--- config.mk ---
export PLATFORM = sky130hd
export DESIGN_NAME = output_channel_clock_dividers
export DESIGN_NICKNAME = d
export VERILOG_FILES = /design/src/shared/clkdiv_pkg.sv /design/src/hdl/chan_divider.sv /design/src/hdl/output_channel_clock_dividers.sv /design/src/hdl/sync_2ff.sv
export VERILOG_INCLUDE_DIRS = /design/src /design/src/shared
export SDC_FILE = /design/constraint.sdc
export NUM_CORES = 1
export LEC_CHECK = 0
export ABC_AREA = 1
export ABC_CLOCK_PERIOD_IN_PS = 4400
export BUFFER_PORTS_ARGS = -buffer_cell sky130_fd_sc_hd__buf_2
export CAP_MARGIN = 30
export CORE_MARGIN = 5
export CORE_UTILIZATION = 25
export DETAILED_ROUTE_END_ITERATION = 7
export PLACE_DENSITY = 0.48
export SETUP_SLACK_MARGIN = 0.05
export SYNTH_ARGS = -nofsm -noshare
export SYNTH_HDL_FRONTEND = slang
export SYNTH_HIERARCHICAL = 1
export SYNTH_SLANG_ARGS = --single-unit
--- constraint.sdc ---
create_clock -name CLK -period 4.4 [get_ports CLK]
set_clock_uncertainty 0.05 [all_clocks]
set_input_delay 0.22 -clock CLK [delete_from_list [all_inputs] [get_ports CLK]]
set_output_delay 0.22 -clock CLK [all_outputs]
set_load 0.005 [all_outputs]
--- src/shared/clkdiv_defines.svh ---
`ifndef CLKDIV_DEFINES_SVH
`define CLKDIV_DEFINES_SVH

// Register indexes; byte address is four times the index
`define IDX_DIV2_TIMING      10'h196
`define IDX_DIV2_CTRL        10'h197
`define IDX_ROUTE_DUTY       10'h198
`define IDX_LS1_TIMING       10'h199
`define IDX_LS_PHASE         10'h19A
`define IDX_LS2_TIMING       10'h19B
`define IDX_LS_CTRL          10'h19C
`define IDX_INPUT_SEL        10'h1E1

// Timing byte fields
`define LOW_MSB              7
`define LOW_LSB              4
`define HIGH_MSB             3
`define HIGH_LSB             0

// Second pair divider control
`define DIV2_BYPASS_BIT      7
`define DIV2_NOSYNC_BIT      6
`define DIV2_FORCE_BIT       5
`define DIV2_START_BIT       4
`define DIV2_PHASE_MSB       3
`define DIV2_PHASE_LSB       0

// Route and duty
`define ROUTE_DIRECT_BIT     1
`define DUTY_DISABLE_BIT     0

// Low-swing phase offsets
`define LS2_PHASE_MSB        7
`define LS2_PHASE_LSB        4
`define LS1_PHASE_MSB        3
`define LS1_PHASE_LSB        0

// Low-swing bypass and sync
`define LS_BYPASS2_BIT       5
`define LS_BYPASS1_BIT       4
`define LS_NOSYNC_BIT        3
`define LS_FORCE_BIT         2
`define LS_START2_BIT        1
`define LS_START1_BIT        0

// Input select
`define INSEL_MSB            1
`define INSEL_LSB            0

// Reset values
`define RST_DIV2_TIMING      8'h00
`define RST_DIV2_CTRL        8'h80
`define RST_ROUTE_DUTY       8'h00
`define RST_LS1_TIMING       8'h00
`define RST_LS_PHASE         8'h00
`define RST_LS2_TIMING       8'h00
`define RST_LS_CTRL          8'h00
`define RST_INPUT_SEL        2'h2

`endif

--- src/shared/clkdiv_pkg.sv ---
package clkdiv_pkg;

  typedef logic [11:0] bus_addr_t;
  typedef logic [31:0] bus_word_t;
  typedef logic [7:0]  reg_byte_t;

  typedef enum logic [1:0] {
    SEL_EXT  = 2'b00,
    SEL_NONE = 2'b01,
    SEL_VCO  = 2'b10,
    SEL_RSVD = 2'b11
  } input_sel_t;

  typedef enum logic {
    BUS_IDLE = 1'b0,
    BUS_ACK  = 1'b1
  } bus_state_t;

endpackage
--- src/hdl/chan_divider.sv ---
module chan_divider #(
  parameter int CW = 4
) (
  // Clock and reset
  input  wire logic          clk,
  input  wire logic          rst_n,
  // Divider input
  input  wire logic          in_rise,
  input  wire logic          in_level,
  // Control
  input  wire logic          hold,
  input  wire logic          bypass,
  input  wire logic          start_high,
  input  wire logic [CW-1:0] low_cycles,
  input  wire logic [CW-1:0] high_cycles,
  input  wire logic [CW-1:0] phase,
  // Output
  output logic               div_out
);

  logic          level_r;
  logic [CW-1:0] cnt_r;
  logic [CW-1:0] delay_r;

  // Counters freeze under bypass unless hold reloads them, standing in for the powered-down divider
  always_ff @(posedge clk or negedge rst_n) begin
    if (!rst_n) begin
      level_r <= 1'b0;
      cnt_r   <= '0;
      delay_r <= '0;
    end else if (hold) begin
      level_r <= start_high;
      cnt_r   <= '0;
      delay_r <= phase;
    end else if (in_rise && !bypass) begin
      if (delay_r != '0) begin
        delay_r <= delay_r - CW'(1);
      end else if (cnt_r == (level_r ? high_cycles : low_cycles)) begin
        level_r <= ~level_r;
        cnt_r   <= '0;
      end else begin
        cnt_r   <= cnt_r + CW'(1);
      end
    end
  end

  always_ff @(posedge clk or negedge rst_n) begin
    if (!rst_n) begin
      div_out <= 1'b0;
    end else begin
      div_out <= bypass ? in_level : level_r;
    end
  end

endmodule

--- src/hdl/output_channel_clock_dividers.sv ---
// How it works
// - With sync ignored and sync held, second pair output follows force bit 5, unless the direct-route bit sends VCO or external clock.
// - Bit 4 picks the level the second pair divider starts at, low by default.
// - Bits [3:0] hold the second pair divider phase offset, reset zero.
// - Direct-route bit sends VCO (sel 10b) or external clock (00b) to the pair.
// - Bit 0 clear keeps duty correction on; set turns it off.
// - First low-swing stage stays low for bits [7:4] plus one input cycles.
// - First low-swing stage stays high for bits [3:0] plus one input cycles.
// - Second low-swing stage timing comes from its own register, fields plus one.
// - One register holds both low-swing phase offsets, second high nibble.
// - Bypass bit 5 passes the second low-swing stage input straight through.
// - Bypass bit 4 passes the first low-swing stage input straight through.
// - Low-swing divider obeys chip sync unless sync-ignore bit 3 is set.
// - Force bit 2 sets low-swing output level while chip sync is held; needs sync-ignore set by software.
// - Second pair divider low and high times are fields [7:4],[3:0] plus one when duty bit 0 is set.
// - Bypass bit 7, set at reset, routes second pair divider input to output.
// - Second pair divider obeys chip sync unless sync-ignore bit 6 is set.
`include "clkdiv_defines.svh"

module output_channel_clock_dividers (
  // Clock and reset
  input  wire logic                 CLK,
  input  wire logic                 RESET_N,
  // Avalon-MM slave
  input  wire clkdiv_pkg::bus_addr_t ADDRESS,
  input  wire logic                 READ,
  input  wire logic                 WRITE,
  input  wire clkdiv_pkg::bus_word_t WRITEDATA,
  input  wire logic [3:0]           BYTEENABLE,
  output clkdiv_pkg::bus_word_t     READDATA,
  output logic                      WAITREQUEST,
  // Clock sources and chip sync
  input  wire logic                 VCO_IN,
  input  wire logic                 EXT_CLK_IN,
  input  wire logic                 CHIP_SYNC_N,
  // Channel outputs
  output logic                      SECOND_PAIR_OUTPUT_A,
  output logic                      SECOND_PAIR_OUTPUT_B,
  output logic                      LOWSWING_OUT
);

  import clkdiv_pkg::*;

  function automatic logic reg_hit(input bus_addr_t addr, input logic [9:0] idx);
    reg_hit = (addr[11:2] == idx);
  endfunction

  // Splits the programmed period into near-equal halves, period unchanged
  function automatic logic [7:0] balance(input logic [3:0] low_c, input logic [3:0] high_c);
    logic [4:0] total;
    logic [4:0] hi_len;
    logic [4:0] lo_len;
    total  = 5'({1'b0, low_c}) + 5'({1'b0, high_c}) + 5'h02;
    hi_len = total >> 1;
    lo_len = total - hi_len;
    balance = {4'(lo_len - 5'h01), 4'(hi_len - 5'h01)};
  endfunction

  bus_state_t  state_r;
  logic        wait_r;
  bus_word_t   rdata_r;
  bus_word_t   rdata_nxt;
  logic        wr_en;
  reg_byte_t   second_pair_divider_timing_r;
  reg_byte_t   second_pair_divider_control_r;
  reg_byte_t   second_pair_route_and_duty_r;
  reg_byte_t   lowswing_first_stage_timing_r;
  reg_byte_t   lowswing_phase_offsets_r;
  reg_byte_t   lowswing_second_stage_timing_r;
  reg_byte_t   lowswing_bypass_and_sync_r;
  input_sel_t  input_sel_r;
  logic [2:0]  pins_s;
  logic        vco_s;
  logic        ext_s;
  logic        sync_active;
  logic        src_level;
  logic        src_prev_r;
  logic        src_rise;
  logic        div2_nosync;
  logic        div2_hold;
  logic        div2_force;
  logic [7:0]  div2_times;
  logic        div2_out;
  logic        pair_nxt;
  logic        ls_nosync;
  logic        ls_hold;
  logic        ls_force;
  logic        ls1_out;
  logic        ls1_prev_r;
  logic        ls1_rise;
  logic        ls2_out;

  // Pin synchroniser, bus and register file
  sync_2ff #(.W (3)) u_pin_sync (
    .clk      (CLK),
    .rst_n    (RESET_N),
    .async_in ({CHIP_SYNC_N, EXT_CLK_IN, VCO_IN}),
    .sync_out (pins_s)
  );

  // Every access costs a wait state so read data come from a register
  always_ff @(posedge CLK or negedge RESET_N) begin
    if (!RESET_N) begin
      state_r <= BUS_IDLE;
      wait_r  <= 1'b1;
    end else begin
      unique case (state_r)
        BUS_IDLE: begin
          if (READ || WRITE) begin
            state_r <= BUS_ACK;
            wait_r  <= 1'b0;
          end
        end
        BUS_ACK: begin
          state_r <= BUS_IDLE;
          wait_r  <= 1'b1;
        end
      endcase
    end
  end

  assign WAITREQUEST = wait_r;
  assign wr_en       = (state_r == BUS_ACK) && WRITE && BYTEENABLE[0];

  always_comb begin
    rdata_nxt = 32'h0000_0000;
    if (reg_hit(ADDRESS, `IDX_DIV2_TIMING)) begin
      rdata_nxt[7:0] = second_pair_divider_timing_r;
    end else if (reg_hit(ADDRESS, `IDX_DIV2_CTRL)) begin
      rdata_nxt[7:0] = second_pair_divider_control_r;
    end else if (reg_hit(ADDRESS, `IDX_ROUTE_DUTY)) begin
      rdata_nxt[7:0] = second_pair_route_and_duty_r;
    end else if (reg_hit(ADDRESS, `IDX_LS1_TIMING)) begin
      rdata_nxt[7:0] = lowswing_first_stage_timing_r;
    end else if (reg_hit(ADDRESS, `IDX_LS_PHASE)) begin
      rdata_nxt[7:0] = lowswing_phase_offsets_r;
    end else if (reg_hit(ADDRESS, `IDX_LS2_TIMING)) begin
      rdata_nxt[7:0] = lowswing_second_stage_timing_r;
    end else if (reg_hit(ADDRESS, `IDX_LS_CTRL)) begin
      rdata_nxt[7:0] = lowswing_bypass_and_sync_r;
    end else if (reg_hit(ADDRESS, `IDX_INPUT_SEL)) begin
      rdata_nxt[1:0] = input_sel_r;
    end
  end

  always_ff @(posedge CLK or negedge RESET_N) begin
    if (!RESET_N) begin
      rdata_r <= 32'h0000_0000;
    end else if (state_r == BUS_IDLE && READ) begin
      rdata_r <= rdata_nxt;
    end
  end

  assign READDATA = rdata_r;

  always_ff @(posedge CLK or negedge RESET_N) begin
    if (!RESET_N) begin
      second_pair_divider_timing_r <= `RST_DIV2_TIMING;
    end else if (wr_en && reg_hit(ADDRESS, `IDX_DIV2_TIMING)) begin
      second_pair_divider_timing_r <= WRITEDATA[7:0];
    end
  end

  always_ff @(posedge CLK or negedge RESET_N) begin
    if (!RESET_N) begin
      second_pair_divider_control_r <= `RST_DIV2_CTRL;
    end else if (wr_en && reg_hit(ADDRESS, `IDX_DIV2_CTRL)) begin
      second_pair_divider_control_r <= WRITEDATA[7:0];
    end
  end

  always_ff @(posedge CLK or negedge RESET_N) begin
    if (!RESET_N) begin
      second_pair_route_and_duty_r <= `RST_ROUTE_DUTY;
    end else if (wr_en && reg_hit(ADDRESS, `IDX_ROUTE_DUTY)) begin
      second_pair_route_and_duty_r <= WRITEDATA[7:0];
    end
  end

  always_ff @(posedge CLK or negedge RESET_N) begin
    if (!RESET_N) begin
      lowswing_first_stage_timing_r <= `RST_LS1_TIMING;
    end else if (wr_en && reg_hit(ADDRESS, `IDX_LS1_TIMING)) begin
      lowswing_first_stage_timing_r <= WRITEDATA[7:0];
    end
  end

  always_ff @(posedge CLK or negedge RESET_N) begin
    if (!RESET_N) begin
      lowswing_phase_offsets_r <= `RST_LS_PHASE;
    end else if (wr_en && reg_hit(ADDRESS, `IDX_LS_PHASE)) begin
      lowswing_phase_offsets_r <= WRITEDATA[7:0];
    end
  end

  always_ff @(posedge CLK or negedge RESET_N) begin
    if (!RESET_N) begin
      lowswing_second_stage_timing_r <= `RST_LS2_TIMING;
    end else if (wr_en && reg_hit(ADDRESS, `IDX_LS2_TIMING)) begin
      lowswing_second_stage_timing_r <= WRITEDATA[7:0];
    end
  end

  always_ff @(posedge CLK or negedge RESET_N) begin
    if (!RESET_N) begin
      lowswing_bypass_and_sync_r <= `RST_LS_CTRL;
    end else if (wr_en && reg_hit(ADDRESS, `IDX_LS_CTRL)) begin
      lowswing_bypass_and_sync_r <= WRITEDATA[7:0];
    end
  end

  always_ff @(posedge CLK or negedge RESET_N) begin
    if (!RESET_N) begin
      input_sel_r <= input_sel_t'(`RST_INPUT_SEL);
    end else if (wr_en && reg_hit(ADDRESS, `IDX_INPUT_SEL)) begin
      input_sel_r <= input_sel_t'(WRITEDATA[`INSEL_MSB:`INSEL_LSB]);
    end
  end

  // Divider input clock
  assign vco_s       = pins_s[0];
  assign ext_s       = pins_s[1];
  assign sync_active = ~pins_s[2];
  // Selector 01b and 11b keep the VCO feeding the dividers
  assign src_level   = (input_sel_r == SEL_EXT) ? ext_s : vco_s;

  always_ff @(posedge CLK or negedge RESET_N) begin
    if (!RESET_N) begin
      src_prev_r <= 1'b0;
    end else begin
      src_prev_r <= src_level;
    end
  end

  assign src_rise = src_level & ~src_prev_r;

  // Second differential pair
  assign div2_nosync = second_pair_divider_control_r[`DIV2_NOSYNC_BIT];
  assign div2_hold   = sync_active & ~div2_nosync;
  assign div2_force  = sync_active & div2_nosync;
  // Odd periods cannot split evenly; correction gives the extra cycle to low
  assign div2_times  = second_pair_route_and_duty_r[`DUTY_DISABLE_BIT] ?
                       second_pair_divider_timing_r :
                       balance(second_pair_divider_timing_r[`LOW_MSB:`LOW_LSB],
                               second_pair_divider_timing_r[`HIGH_MSB:`HIGH_LSB]);

  chan_divider #(.CW (4)) u_div2 (
    .clk         (CLK),
    .rst_n       (RESET_N),
    .in_rise     (src_rise),
    .in_level    (src_level),
    .hold        (div2_hold),
    .bypass      (second_pair_divider_control_r[`DIV2_BYPASS_BIT]),
    .start_high  (second_pair_divider_control_r[`DIV2_START_BIT]),
    .low_cycles  (div2_times[`LOW_MSB:`LOW_LSB]),
    .high_cycles (div2_times[`HIGH_MSB:`HIGH_LSB]),
    .phase       (second_pair_divider_control_r[`DIV2_PHASE_MSB:`DIV2_PHASE_LSB]),
    .div_out     (div2_out)
  );

  always_comb begin
    pair_nxt = div2_force ? second_pair_divider_control_r[`DIV2_FORCE_BIT] : div2_out;
    if (second_pair_route_and_duty_r[`ROUTE_DIRECT_BIT]) begin
      if (input_sel_r == SEL_VCO) begin
        pair_nxt = vco_s;
      end else if (input_sel_r == SEL_EXT) begin
        pair_nxt = ext_s;
      end
    end
  end

  always_ff @(posedge CLK or negedge RESET_N) begin
    if (!RESET_N) begin
      SECOND_PAIR_OUTPUT_A <= 1'b0;
      SECOND_PAIR_OUTPUT_B <= 1'b1;
    end else begin
      SECOND_PAIR_OUTPUT_A <= pair_nxt;
      SECOND_PAIR_OUTPUT_B <= ~pair_nxt;
    end
  end

  // Low-swing divider, two cascaded stages
  assign ls_nosync = lowswing_bypass_and_sync_r[`LS_NOSYNC_BIT];
  assign ls_hold   = sync_active & ~ls_nosync;
  assign ls_force  = sync_active & ls_nosync;

  chan_divider #(.CW (4)) u_ls1 (
    .clk         (CLK),
    .rst_n       (RESET_N),
    .in_rise     (src_rise),
    .in_level    (src_level),
    .hold        (ls_hold),
    .bypass      (lowswing_bypass_and_sync_r[`LS_BYPASS1_BIT]),
    .start_high  (lowswing_bypass_and_sync_r[`LS_START1_BIT]),
    .low_cycles  (lowswing_first_stage_timing_r[`LOW_MSB:`LOW_LSB]),
    .high_cycles (lowswing_first_stage_timing_r[`HIGH_MSB:`HIGH_LSB]),
    .phase       (lowswing_phase_offsets_r[`LS1_PHASE_MSB:`LS1_PHASE_LSB]),
    .div_out     (ls1_out)
  );

  always_ff @(posedge CLK or negedge RESET_N) begin
    if (!RESET_N) begin
      ls1_prev_r <= 1'b0;
    end else begin
      ls1_prev_r <= ls1_out;
    end
  end

  assign ls1_rise = ls1_out & ~ls1_prev_r;

  chan_divider #(.CW (4)) u_ls2 (
    .clk         (CLK),
    .rst_n       (RESET_N),
    .in_rise     (ls1_rise),
    .in_level    (ls1_out),
    .hold        (ls_hold),
    .bypass      (lowswing_bypass_and_sync_r[`LS_BYPASS2_BIT]),
    .start_high  (lowswing_bypass_and_sync_r[`LS_START2_BIT]),
    .low_cycles  (lowswing_second_stage_timing_r[`LOW_MSB:`LOW_LSB]),
    .high_cycles (lowswing_second_stage_timing_r[`HIGH_MSB:`HIGH_LSB]),
    .phase       (lowswing_phase_offsets_r[`LS2_PHASE_MSB:`LS2_PHASE_LSB]),
    .div_out     (ls2_out)
  );

  always_ff @(posedge CLK or negedge RESET_N) begin
    if (!RESET_N) begin
      LOWSWING_OUT <= 1'b0;
    end else begin
      LOWSWING_OUT <= ls_force ? lowswing_bypass_and_sync_r[`LS_FORCE_BIT] : ls2_out;
    end
  end

endmodule

--- src/hdl/sync_2ff.sv ---
module sync_2ff #(
  parameter int W = 1
) (
  // Clock and reset
  input  wire logic         clk,
  input  wire logic         rst_n,
  // Asynchronous in, synchronous out
  input  wire logic [W-1:0] async_in,
  output logic      [W-1:0] sync_out
);

  logic [W-1:0] meta_r;

  always_ff @(posedge clk or negedge rst_n) begin
    if (!rst_n) begin
      meta_r   <= '0;
      sync_out <= '0;
    end else begin
      meta_r   <= async_in;
      sync_out <= meta_r;
    end
  end

endmodule

==> metrics.md, run 1 <==
| Metric | Value |
|---|---|
| Status | finished clean |
| # IOs | 91 |
| Worst path bufs/invs | 3 |
| Max Cap Viol | 0 |
| Cell with the most instances after synthesis | nand2_1 |
| Final Non-Filler Cells | about 1200 |
| Syn Inst Count | 832 |
| Max-slew headroom | 0.386 |
| Core area | roughly 27000 sq um |
| CTS buffer count | 9 |
| Post-Route WL | between 15000 and 20000 um |
| Worst hold stages | 4 |
| DRT iter0 DRCs | ~290 |
| Antenna violations before repair | 0 |
| Unrepaired setup endpoints after global routing | no |
| Share of cells above drive strength 1 | 0.196 |
| WHS | 0.0348 ns |
| Worst VDD drop | 0.167 mV |
| H-tree Lvls | 3 |
| CP required | ~4.6 ns |
| Reg2reg end | u_div2/level_r |
| Vias in the first global route | a little over 5000 |
| Critical path peak fanout | 5 |
| Final Hold Vio Count | 0 |
| Die height | 175 um |
| PortBufs | 37 |
| Nature of the critical path endpoint | flip-flop |
| Reg area | 2730 sq um |
| Register area share after synthesis | 0.402 |
| Routed via count | ~5200 |
| Area of the mapped netlist | roughly 6800 sq um |
| F_max | ~0.27 GHz |
| Leakage | approximately 3.7 nW |
| Critical path depth | 23 |
| TNS Setup | 0 ns |
| DRC Markers | 0 |
| Largest cells by area after synthesis | dfrtp_1 (39%), nand2_1 (12%), inv_1 (5.5%), o21ai_2 (4.1%), nand3_1 (3.8%) |
| Largest net degree at the start of global routing | 43 |
| Fillers | approximately 2900 |
| Final Max Tran Viols | 0 |
| Top Family by Delay on Critical Path | adder cells |
| Period utilisation layout | 0.834 |
| FF-to-FF path depth | 23 |
| Worst R2R Setup Slack | about 0.73 ns |
| R2r startpoint | second_pair_divider_timing_r[1] |
| Global-route wire length before repair | roughly 27000 um |
| Clk buf depth | 2 |
| WHS Endpoint | WAITREQUEST |
| Arrival @ worst endpoint | 3.87 ns |
| Gpl congestion | 0.761 |
| Worst-Margin Slew | 0.920 ns |
| Nets | roughly 950 |
| Initial Utilization | 0.253 |
| Worst Hold Launch | WRITE |
| Synth area leader | dfrtp_1 |
| Setup slack at placement | between 0.7 and 0.8 ns |
| Post-DRT Antenna Nets | 0 |
| Diodes inserted | 0 |
| Avg Cell Area, Syn | just over 8 sq um |
| Via/cell ratio | between 4 and 5 |
| CP most frequent cell | nand2_1 |
| Pwr dens | ~350 nW/um^2 |
| Crit path launch type | flip-flop |
| Most common library cells after synthesis | nand2_1 (219), dfrtp_1 (105), inv_1 (100) |
| Final setup margin | roughly 0.73 ns |
| Worst path cell trace | inv_1 > ha_1 > inv_1 > ha_1 > fa_1 > xnor2_1 > ha_1 > a21oi_1 > nand2_1 > xnor2_1 > xnor2_1 > o21ai_0 > inv_1 > nand2_2 > nand2_1 > nand2_1 > nand2_1 > nor2_2 > nand2_2 > nand2_4 > nand2_2 > nand2_1 > nand2_1 |
| Clock-pin slew on the worst setup and hold paths | approximately 0.080 ns |
| Area delta synth->final | 10.8% |
| Global Route Usage Sum | 0.112 |
| Sink Count | ~110 |
| Grt total ovfl | 0 |
| Resize count post-CTS | 0 |
| Post-synth EDFFs | 0 |
| Final setup vio count | 0 |
| Register bit total from synthesis | between 100 and 150 |
| Hold Crit Class | primary input to flip-flop |
| Synth warn | 6 |
| Skew-Pair Late Insertion Delay | approximately 0.36 ns |
| DIE AREA | around 30000 sq um |
| Category of the most critical setup path | flip-flop to flip-flop |
| Root buffer cell | clkbuf_16 |
| Area occupied by multi-input gates | ~3300 sq um |
| Chip width | between 150 and 200 um |
| Hpwl dp | about 13000 um |
| Asr flop ratio synth | 1.00 |
| Synth cell types | between 40 and 50 |
| Most used DFF post-synth | dfrtp_1 |
| Post-synth top area share | 0.387 |
| Crit path time final | around 3.7 ns |
| WL/cell | between 10 and 15 um |
| Std-Cell Rows | 60 |
| Placed cells | 1195 |
| Pre-antenna DRT Iters | 5 |
| CTS tree | built |
| Crit path max-delay cell type | xnor2_1 |
| Slowest stage delay, CP | 0.47 ns |
-- logic make-up after synthesis --
kind of cell               Yosys count  synth area share
AOI/OAI and AO/OA                  114             0.103
xor gates and xnor gates            19            0.0245
adders and majority gates           21            0.0409
buffers and inverters              160             0.125
DFF                                109             0.402
other                                1          0.000552
and+or+nand+nor                    408             0.303
-- layout make-up --
| class | instances | area share |
|---|---|---|
| Multi-Input combinational cell | 586 | 0.438 |
| Clock inverter | 7 | 0.00981 |
| Sequential cell | 109 | 0.363 |
| Tap cell | 341 | 0.0567 |
| Timing Repair Buffer | 45 | 0.0343 |
| Clock buffer | 9 | 0.0299 |
| Inverter | 118 | 0.0679 |
-- registers in the layout (all words and copies together), names as in the netlist, 2 cells and up --
signal / count
u_ls2/cnt_r: 4
second_pair_divider_control_r: 8
u_div2/cnt_r: 4
lowswing_first_stage_timing_r: 8
u_pin_sync/meta_r: 3
second_pair_route_and_duty_r: 8
lowswing_second_stage_timing_r: 8
u_ls1/cnt_r: 4
u_div2/delay_r: 4
u_ls2/delay_r: 4
u_pin_sync/sync_out: 3
u_ls1/delay_r: 4
READDATA: 8
lowswing_bypass_and_sync_r: 8
second_pair_divider_timing_r: 8
lowswing_phase_offsets_r: 8
input_sel_r: 2
-- through the flow --
step | total power [mW] | utilization | area, sq um
after floorplan | 1.70 | - | 6880
after global placement | 1.83 | 0.267 | 7180
after detailed placement | 1.84 | 0.267 | 7180
after CTS | 2.70 | 0.280 | 7520
after global routing | 2.83 | 0.280 | 7520
final | 2.65 | 0.280 | 7520
-- worst min-delay path: stages --
cell     delay (ns)
buf_2          0.09
nor2_1         0.04
nand2_1        0.05
nand2_1        0.04
-- power by group --
group | internal, mW | switching [mW]
Clock | 0.445 | 0.393
Sequential | 1.11 | 0.0967
Combinational | 0.211 | 0.393
-- worst max path at each step --
stage	start	endpoint	slack [ns]
2_1_floorplan	second_pair_divider_timing_r[5]	u_div2/level_r	1.05
4_1_cts	second_pair_divider_timing_r[1]	u_div2/level_r	0.72
3_5_place_dp	second_pair_divider_timing_r[1]	u_div2/level_r	0.73
5_1_grt	second_pair_divider_timing_r[1]	u_div2/level_r	0.41
6_report	second_pair_divider_timing_r[1]	u_div2/level_r	0.73
3_3_place_gp	second_pair_divider_timing_r[5]	u_div2/level_r	0.77
-- routing by layer --
layer	global-route usage	part of all wire	vias up
met5	0	0	-
met4	0.0314	0.012	0
met3	0.0184	0.018	12
met2	0.193	0.49	53
met1	0.146	0.48	2465
li1	-	-	2697
-- cells in the final DEF, fill, tap and decap left out, drive strengths merged, types with 2 or more instances in the layout --
master,Yosys,routed
inv,114,116
a31oi,2,2
nor4,3,3
ha,19,19
nand3,54,54
clkinv,4,7
nand4,33,33
xnor2,6,6
or2,4,4
nor2,55,55
nand2,256,256
conb,1,24
dfrtp,105,105
buf,40,41
a21oi,14,14
xor2,13,13
dlygate4sd3,0,4
fa,2,2
clkbuf,2,9
dfstp,4,4
o21ai,93,93
o22ai,4,4
-- timing repair --
action | 4_1_cts | 5_1_grt
endpoints found under the hold margin | 30 | 0
hold buffers | 4 | 0
buffers inserted | 0 | 0
Note: power is estimated with default switching activity, not from simulation.
==> inputs of run 2 (changes only) <==
ABC_CLOCK_PERIOD_IN_PS = 3600   (was 4400)
clock period = 3.6 ns   (was 4.4 ns; I/O delays follow)
==> metrics.md, run 2 (same netlist as run 1, synthesis figures left out) <==
| Metric | Value |
|---|---|
| Post-CTS setup buffer count | 0 |
| Crit path launch type | flip-flop |
| Comb power frac | 0.224 |
| Hold Crit Class | primary input to flip-flop |
| Die height | approximately 170 um |
| # IOs | just over 90 |
| Critical path peak fanout | 5 |
| F_max | between 0.3 and 0.4 GHz |
| Gpl congestion | between 0.7 and 0.8 |
| Sw Share | 0.324 |
| Post-DRT Antenna Nets | 0 |
| Leading cell types in the layout, fill and taps excluded | nand2_1 (219), dfrtp_1 (105), inv_1 (99) |
| Grt total ovfl | 0 |
| Setup slack at placement | roughly 0.25 ns |
| Cell Int Power | between 2 and 2.5 mW |
| Tot Pwr | between 3 and 4 mW |
| Period utilisation layout | 0.903 |
| Crit path time final | between 3 and 4 ns |
| Clk buf depth | 2 |
| Area occupied by multi-input gates | approximately 3300 sq um |
| Final Max Tran Viols | 0 |
| Core area | 26900 sq um |
| Status | finished clean |
| Post-Route WL | around 17000 um |
| DIE AREA | around 31000 sq um |
| CTS tree | built |
| Commonest non-fill, non-tap cell in the layout | nand2_1 |
| WL/cell | 13.7 um |
| Fillers | between 2000 and 3000 |
| Largest net degree at the start of global routing | 110 |
| TNS Setup | 0 ns |
| Leakage | approximately 3.7 nW |
| Hpwl dp | between 10000 and 15000 um |
| CTS buffer count | 9 |
| Pwr dens | around 440 nW/um^2 |
| Category of the most critical setup path | flip-flop to flip-flop |
| Worst-Margin Slew | around 0.90 ns |
| Clk network pwr share | 0.333 |
| Routed via count | between 5000 and 6000 |
| Unrepaired setup endpoints after global routing | no |
| Final Hold Vio Count | 0 |
| Nature of the critical path endpoint | flip-flop |
| Clock-pin slew on the worst setup and hold paths | roughly 0.070 ns |
| H-tree Lvls | 3 |
| Reg area | 2730 sq um |
| CP required | between 3 and 4 ns |
| Antenna violations before repair | 0 |
| Design area | between 7000 and 8000 sq um |
| DRC Markers | 0 |
| Initial Utilization | 0.253 |
| Root buffer cell | clkbuf_16 |
| Net load switching power | 1.07 mW |
| Pre-antenna DRT Iters | 5 |
| Sink Count | roughly 110 |
| Chip width | approximately 170 um |
| Final setup vio count | 0 |
| Placed instance area | about 7200 sq um |
| Area delta synth->final | 12.2% |
| Diodes inserted | 0 |
| Max-slew headroom | 0.399 |
| PortBufs | 37 |
| Global-route wire length before repair | between 20000 and 30000 um |
| DRT iter0 DRCs | around 350 |
| Vias in the first global route | around 5000 |
| Skew-Pair Late Insertion Delay | 0.36 ns |
| Global Route Usage Sum | 0.114 |
| Max Cap Viol | 0 |
| Std-Cell Rows | 60 |
| Flop pwr share | 0.443 |
| Worst VDD drop | ~0.25 mV |
| Nets | 947 |
| Arrival @ worst endpoint | between 3 and 4 ns |
| Final setup margin | between 0.3 and 0.4 ns |
| Via/cell ratio | approximately 4.3 |
| Share of cells above drive strength 1 | 0.201 |
run 2: cell count changes in the layout (fill, tap and decap cells not counted), sizes merged:
cell,previous run,this run
clkinvlp,1,2
clkbuf,9,11
dlygate4sd3,4,6
clkinv,7,5
bufinv,1,2
inv,116,114
run 2: metal layers:
| layer | wire, um | part of all wire | track usage | up-vias |
|---|---|---|---|---|
| met4 | 208 | 0.012 | 0.0278 | 0 |
| li1 | - | - | - | 2703 |
| met5 | 0 | 0 | 0 | - |
| met1 | 7910 | 0.47 | 0.150 | 2457 |
| met2 | 8040 | 0.48 | 0.191 | 81 |
| met3 | 530 | 0.032 | 0.0251 | 13 |
run 2: final timing paths:
| path | cells after the start | endpoint | startpoint | slack (ns) |
|---|---|---|---|---|
| max in group asynchronous | 3 | state_r | RESET_N | 2.62 |
| min in group asynchronous | 3 | u_ls2/delay_r[3] | RESET_N | 0.35 |
| min reg2reg | 0 | u_pin_sync/sync_out[1] | u_pin_sync/meta_r[1] | 0.30 |
| min | 3 | state_r | READ | 0.03 |
| max | 18 | u_div2/level_r | second_pair_divider_timing_r[5] | 0.35 |
| max reg2reg | 18 | u_div2/level_r | second_pair_divider_timing_r[5] | 0.35 |
run 2: through the flow:
| step | cells | util | hold slack (ns) |
|---|---|---|---|
| after floorplan | 855 | - | -0.166 |
| after global placement | 1195 | 0.268 | 0.240 |
| after detailed placement | 1195 | 0.268 | 0.240 |
| after CTS | 1217 | 0.282 | 0.00497 |
| after global routing | 1217 | 0.284 | 0.0593 |
| final | 1217 | 0.284 | 0.0301 |
run 2: repair_timing:
item / CTS / global route
endpoints found under the setup margin: 0 / 5
endpoints found under the hold margin: 110 / 0
resized for setup: 0 / 7
hold buffers: 6 / 0
run 2: power groups by stage:
stage	logic [mW]	registers (mW)	clock network (mW)
floorplan	0.636	1.44	0
global placement	0.742	1.50	0
detailed placement	0.751	1.50	0
CTS	0.758	1.48	1.14
global route	0.867	1.49	1.18
finish	0.743	1.47	1.10
run 2: cell type report:
cell class              instances  share of cell area
clock inverters                 5              0.0110
flip-flops and latches        109               0.359
well taps                     341              0.0560
repair buffers                 47              0.0381
multi-input cells             586               0.438
inverters                     118              0.0670
clock buffers                  11              0.0319
run 2: critical path: stages, from the launching register on:
cell and delay (ns):
dfrtp_1 0.38, inv_1 0.08, ha_1 0.27, inv_1 0.04
ha_2 0.19, fa_2 0.59, inv_2 0.09, fa_1 0.42
xnor2_1 0.14, o21ai_0 0.28, nand2_4 0.08, nand3_1 0.07
nand2_1 0.06, nor2_2 0.11, nand2_2 0.10, nand2_4 0.08
nand2_2 0.04, nand2_1 0.05, nand2_1 0.05
==> inputs of run 3 (changes only) <==
ABC_AREA = unset   (was 1)
ABC_CLOCK_PERIOD_IN_PS = 4000   (was 3600)
clock period = 4 ns   (was 3.6 ns; I/O delays follow)
==> metrics.md, run 3 <==
| Metric | Value |
|---|---|
| Vias in the first global route | 3961 |
| Arrival @ worst endpoint | between 3 and 4 ns |
| F_max | between 0.2 and 0.3 GHz |
| Synth area leader | dfrtp_1 |
| Std-Cell Rows | 56 |
| Comb power frac | 0.100 |
| Hpwl dp | about 10000 um |
| CP required | 4.23 ns |
| Diodes inserted | 0 |
| Chip width | between 150 and 200 um |
| DRC Markers | 0 |
| Final setup vio count | 0 |
| TNS Setup | 0 ns |
| Reg2reg end | u_div2/level_r |
| Pre-antenna DRT Iters | 4 |
| Clock-pin slew on the worst setup and hold paths | about 0.07 ns |
| Sink Count | about 110 |
| Crit path launch type | flip-flop |
| Pwr dens | between 300 and 400 nW/um^2 |
| Worst VDD drop | roughly 0.16 mV |
| Most used DFF post-synth | dfrtp_1 |
| Register area share after synthesis | 0.453 |
| Max-slew headroom | 0.468 |
| Register bit total from synthesis | 109 |
| Routed via count | between 4000 and 5000 |
| Critical path peak fanout | 5 |
| Final Hold Vio Count | 0 |
| Area of the mapped netlist | approximately 6000 sq um |
| Top sig layer | met4 |
| Hold Crit Class | primary input to flip-flop |
| Synth cell types | 48 |
| Worst hold stages | 3 |
| Category of the most critical setup path | flip-flop to flip-flop |
| Status | finished clean |
| Post-synth EDFFs | 0 |
| Final Max Tran Viols | 0 |
| Worst-Margin Slew | between 0.7 and 0.8 ns |
| Share of cells above drive strength 1 | 0.235 |
| # IOs | just over 90 |
| WL/cell | 15.4 um |
| Crit path max-delay cell type | fa_1 |
| H-tree Lvls | 3 |
| Syn Inst Count | around 560 |
| Clk buf depth | 2 |
| Synth warn | 6 |
| CP most frequent cell | ha_1 |
| Flop pwr share | 0.500 |
| Nets | 672 |
| Unrepaired setup endpoints after global routing | no |
| Worst R2R Setup Slack | roughly 0.34 ns |
| Period utilisation layout | 0.916 |
| Sw Share | 0.247 |
| Post-Route WL | 14100 um |
| Crit path time final | around 3.7 ns |
| DIE AREA | 27300 sq um |
| Tot Pwr | approximately 2.3 mW |
| Commonest non-fill, non-tap cell in the layout | dfrtp_1 |
| Area delta synth->final | 13.5% |
| Largest cells by area after synthesis | dfrtp_1 (44%), mux2_2 (12%), mux2i_1 (4.0%), ha_1 (3.9%), nand2_1 (3.5%) |
| Skew-Pair Late Insertion Delay | between 0.3 and 0.4 ns |
| Slowest stage delay, CP | 0.53 ns |
| Clk network pwr share | 0.400 |
| Avg Cell Area, Syn | approximately 11 sq um |
| Antenna violations before repair | 0 |
| Leakage | about 3.2 nW |
| PortBufs | 37 |
| Worst Hold Launch | WRITE |
| Gpl congestion | ~0.76 |
| Root buffer cell | clkbuf_16 |
| Net load switching power | a little under 600 uW |
| Met3 wire length | between 300 and 400 um |
| DRT iter0 DRCs | roughly 170 |
| Cell with the most instances after synthesis | dfrtp_1 |
| Global-route wire length before repair | ~23000 um |
| Core area | around 24000 sq um |
| CTS tree | built |
| M1 WL | between 7000 and 8000 um |
| WHS Endpoint | state_r |
| Global Route Usage Sum | 0.109 |
| Largest net degree at the start of global routing | 85 |
| Post-DRT Antenna Nets | 0 |
| Most common library cells after synthesis | dfrtp_1 (105), mux2_2 (66), nand2_1 (57) |
| Grt total ovfl | 0 |
| Die height | about 170 um |
| Post-synth top area share | 0.436 |
| CTS buffer count | 9 |
| Leading cell types in the layout, fill and taps excluded | dfrtp_1 (105), mux2_2 (66), nand2_1 (57) |
| Nature of the critical path endpoint | flip-flop |
| Cell Int Power | around 1.8 mW |
| Initial Utilization | 0.255 |
| Met2 WL | about 6300 um |
| Asr flop ratio synth | 1.00 |
| Worst path cell trace | inv_1 > ha_1 > inv_1 > ha_1 > fa_1 > inv_2 > ha_1 > a21o_1 > a21oi_1 > xnor2_1 > xnor2_1 > o21ai_0 > mux2i_1 > xor2_1 > nand4_2 > or3_1 > a31oi_1 |
| Max Cap Viol | 0 |
| FF-to-FF path depth | 17 |
| R2r startpoint | second_pair_divider_timing_r[1] |
| Via/cell ratio | ~4.4 |
-- run 3: cell count changes after synthesis, moves of 19 or more --
| cell | delta |
|---|---|
| nand2_1 | -162 |
| o21ai_2 | -32 |
| nand2_2 | -24 |
| inv_1 | -76 |
| nor2_1 | -19 |
| mux2_2 | +66 |
| nand3_1 | -39 |
| o21ai_1 | -28 |
| mux2i_1 | +24 |
| nand4_1 | -30 |
-- run 3: per-stage QoR --
stage          instance area [sq um]  utilization  setup slack, ns  instances  hold WS, ns
6_report                        6840        0.290            0.336        920       0.0444
4_1_cts                         6820        0.289            0.162        917       0.0314
5_1_grt                         6840        0.290           0.0930        920       0.0506
2_1_floorplan                   6110            -            0.432        580       -0.146
3_3_place_gp                    6470        0.274            0.220        897       0.0878
3_5_place_dp                    6470        0.274            0.157        897       0.0861
-- run 3: worst max path at each step --
stage	from	slack [ns]	to	cells past startpoint
detailed placement	second_pair_divider_timing_r[5]	0.16	u_div2/level_r	17
global route	second_pair_divider_timing_r[1]	0.09	u_div2/level_r	17
CTS	second_pair_divider_timing_r[5]	0.16	u_div2/level_r	17
floorplan	second_pair_divider_timing_r[5]	0.43	u_div2/level_r	16
finish	second_pair_divider_timing_r[1]	0.34	u_div2/level_r	17
global placement	second_pair_divider_timing_r[5]	0.22	u_div2/level_r	17
-- run 3: final cells by class --
cell class              count  area [sq um]
inverters                  24          90.1
fillers                  2501         16800
repair buffers             48           293
multi-input cells         404          3020
clock inverters             3          42.5
flip-flops and latches    109          2730
clock buffers              13           270
well taps                 319           399
-- run 3: power groups by stage --
stage	logic [mW]	registers [mW]	clock network [mW]
5_1_grt	0.270	1.18	1.01
3_5_place_dp	0.232	1.19	0
2_1_floorplan	0.160	1.18	0
4_1_cts	0.236	1.17	0.976
6_report	0.235	1.17	0.940
3_3_place_gp	0.233	1.20	0
-- run 3: kinds of logic after synthesis --
| logic type | after synthesis | share of synthesized area |
|---|---|---|
| adders and majority gates | 21 | 0.0461 |
| and+or+nand+nor | 159 | 0.150 |
| buffers and inverters | 67 | 0.0616 |
| other | 1 | 0.000622 |
| xor gates and xnor gates | 25 | 0.0363 |
| DFF | 109 | 0.453 |
| muxes | 90 | 0.163 |
| AOI/OAI and AO/OA | 85 | 0.0884 |
-- run 3: timing repair --
action / in CTS / in global routing
hold endpoints to repair: 28 / 0
buffers inserted: 0 / 3
hold buffers: 4 / 0
endpoints found under the setup margin: 0 / 1
gates resized for setup: 0 / 1
-- run 3: routing by layer --
| metal | vias up | track usage |
|---|---|---|
| li1 | 2002 | - |
| met1 | 1965 | 0.156 |
| met2 | 65 | 0.166 |
| met3 | 16 | 0.0132 |
| met4 | 0 | 0.0439 |
| met5 | - | 0 |
-- run 3: worst max-delay path, delay by kind of cell, from the launching register on --
family | cells | cell delay (ns)
xor gates and xnor gates | 3 | 0.47
muxes | 1 | 0.17
buffers and inverters | 3 | 0.19
AOI/OAI and AO/OA | 4 | 0.59
DFF | 1 | 0.37
and+or+nand+nor | 2 | 0.45
adders and majority gates | 4 | 1.31
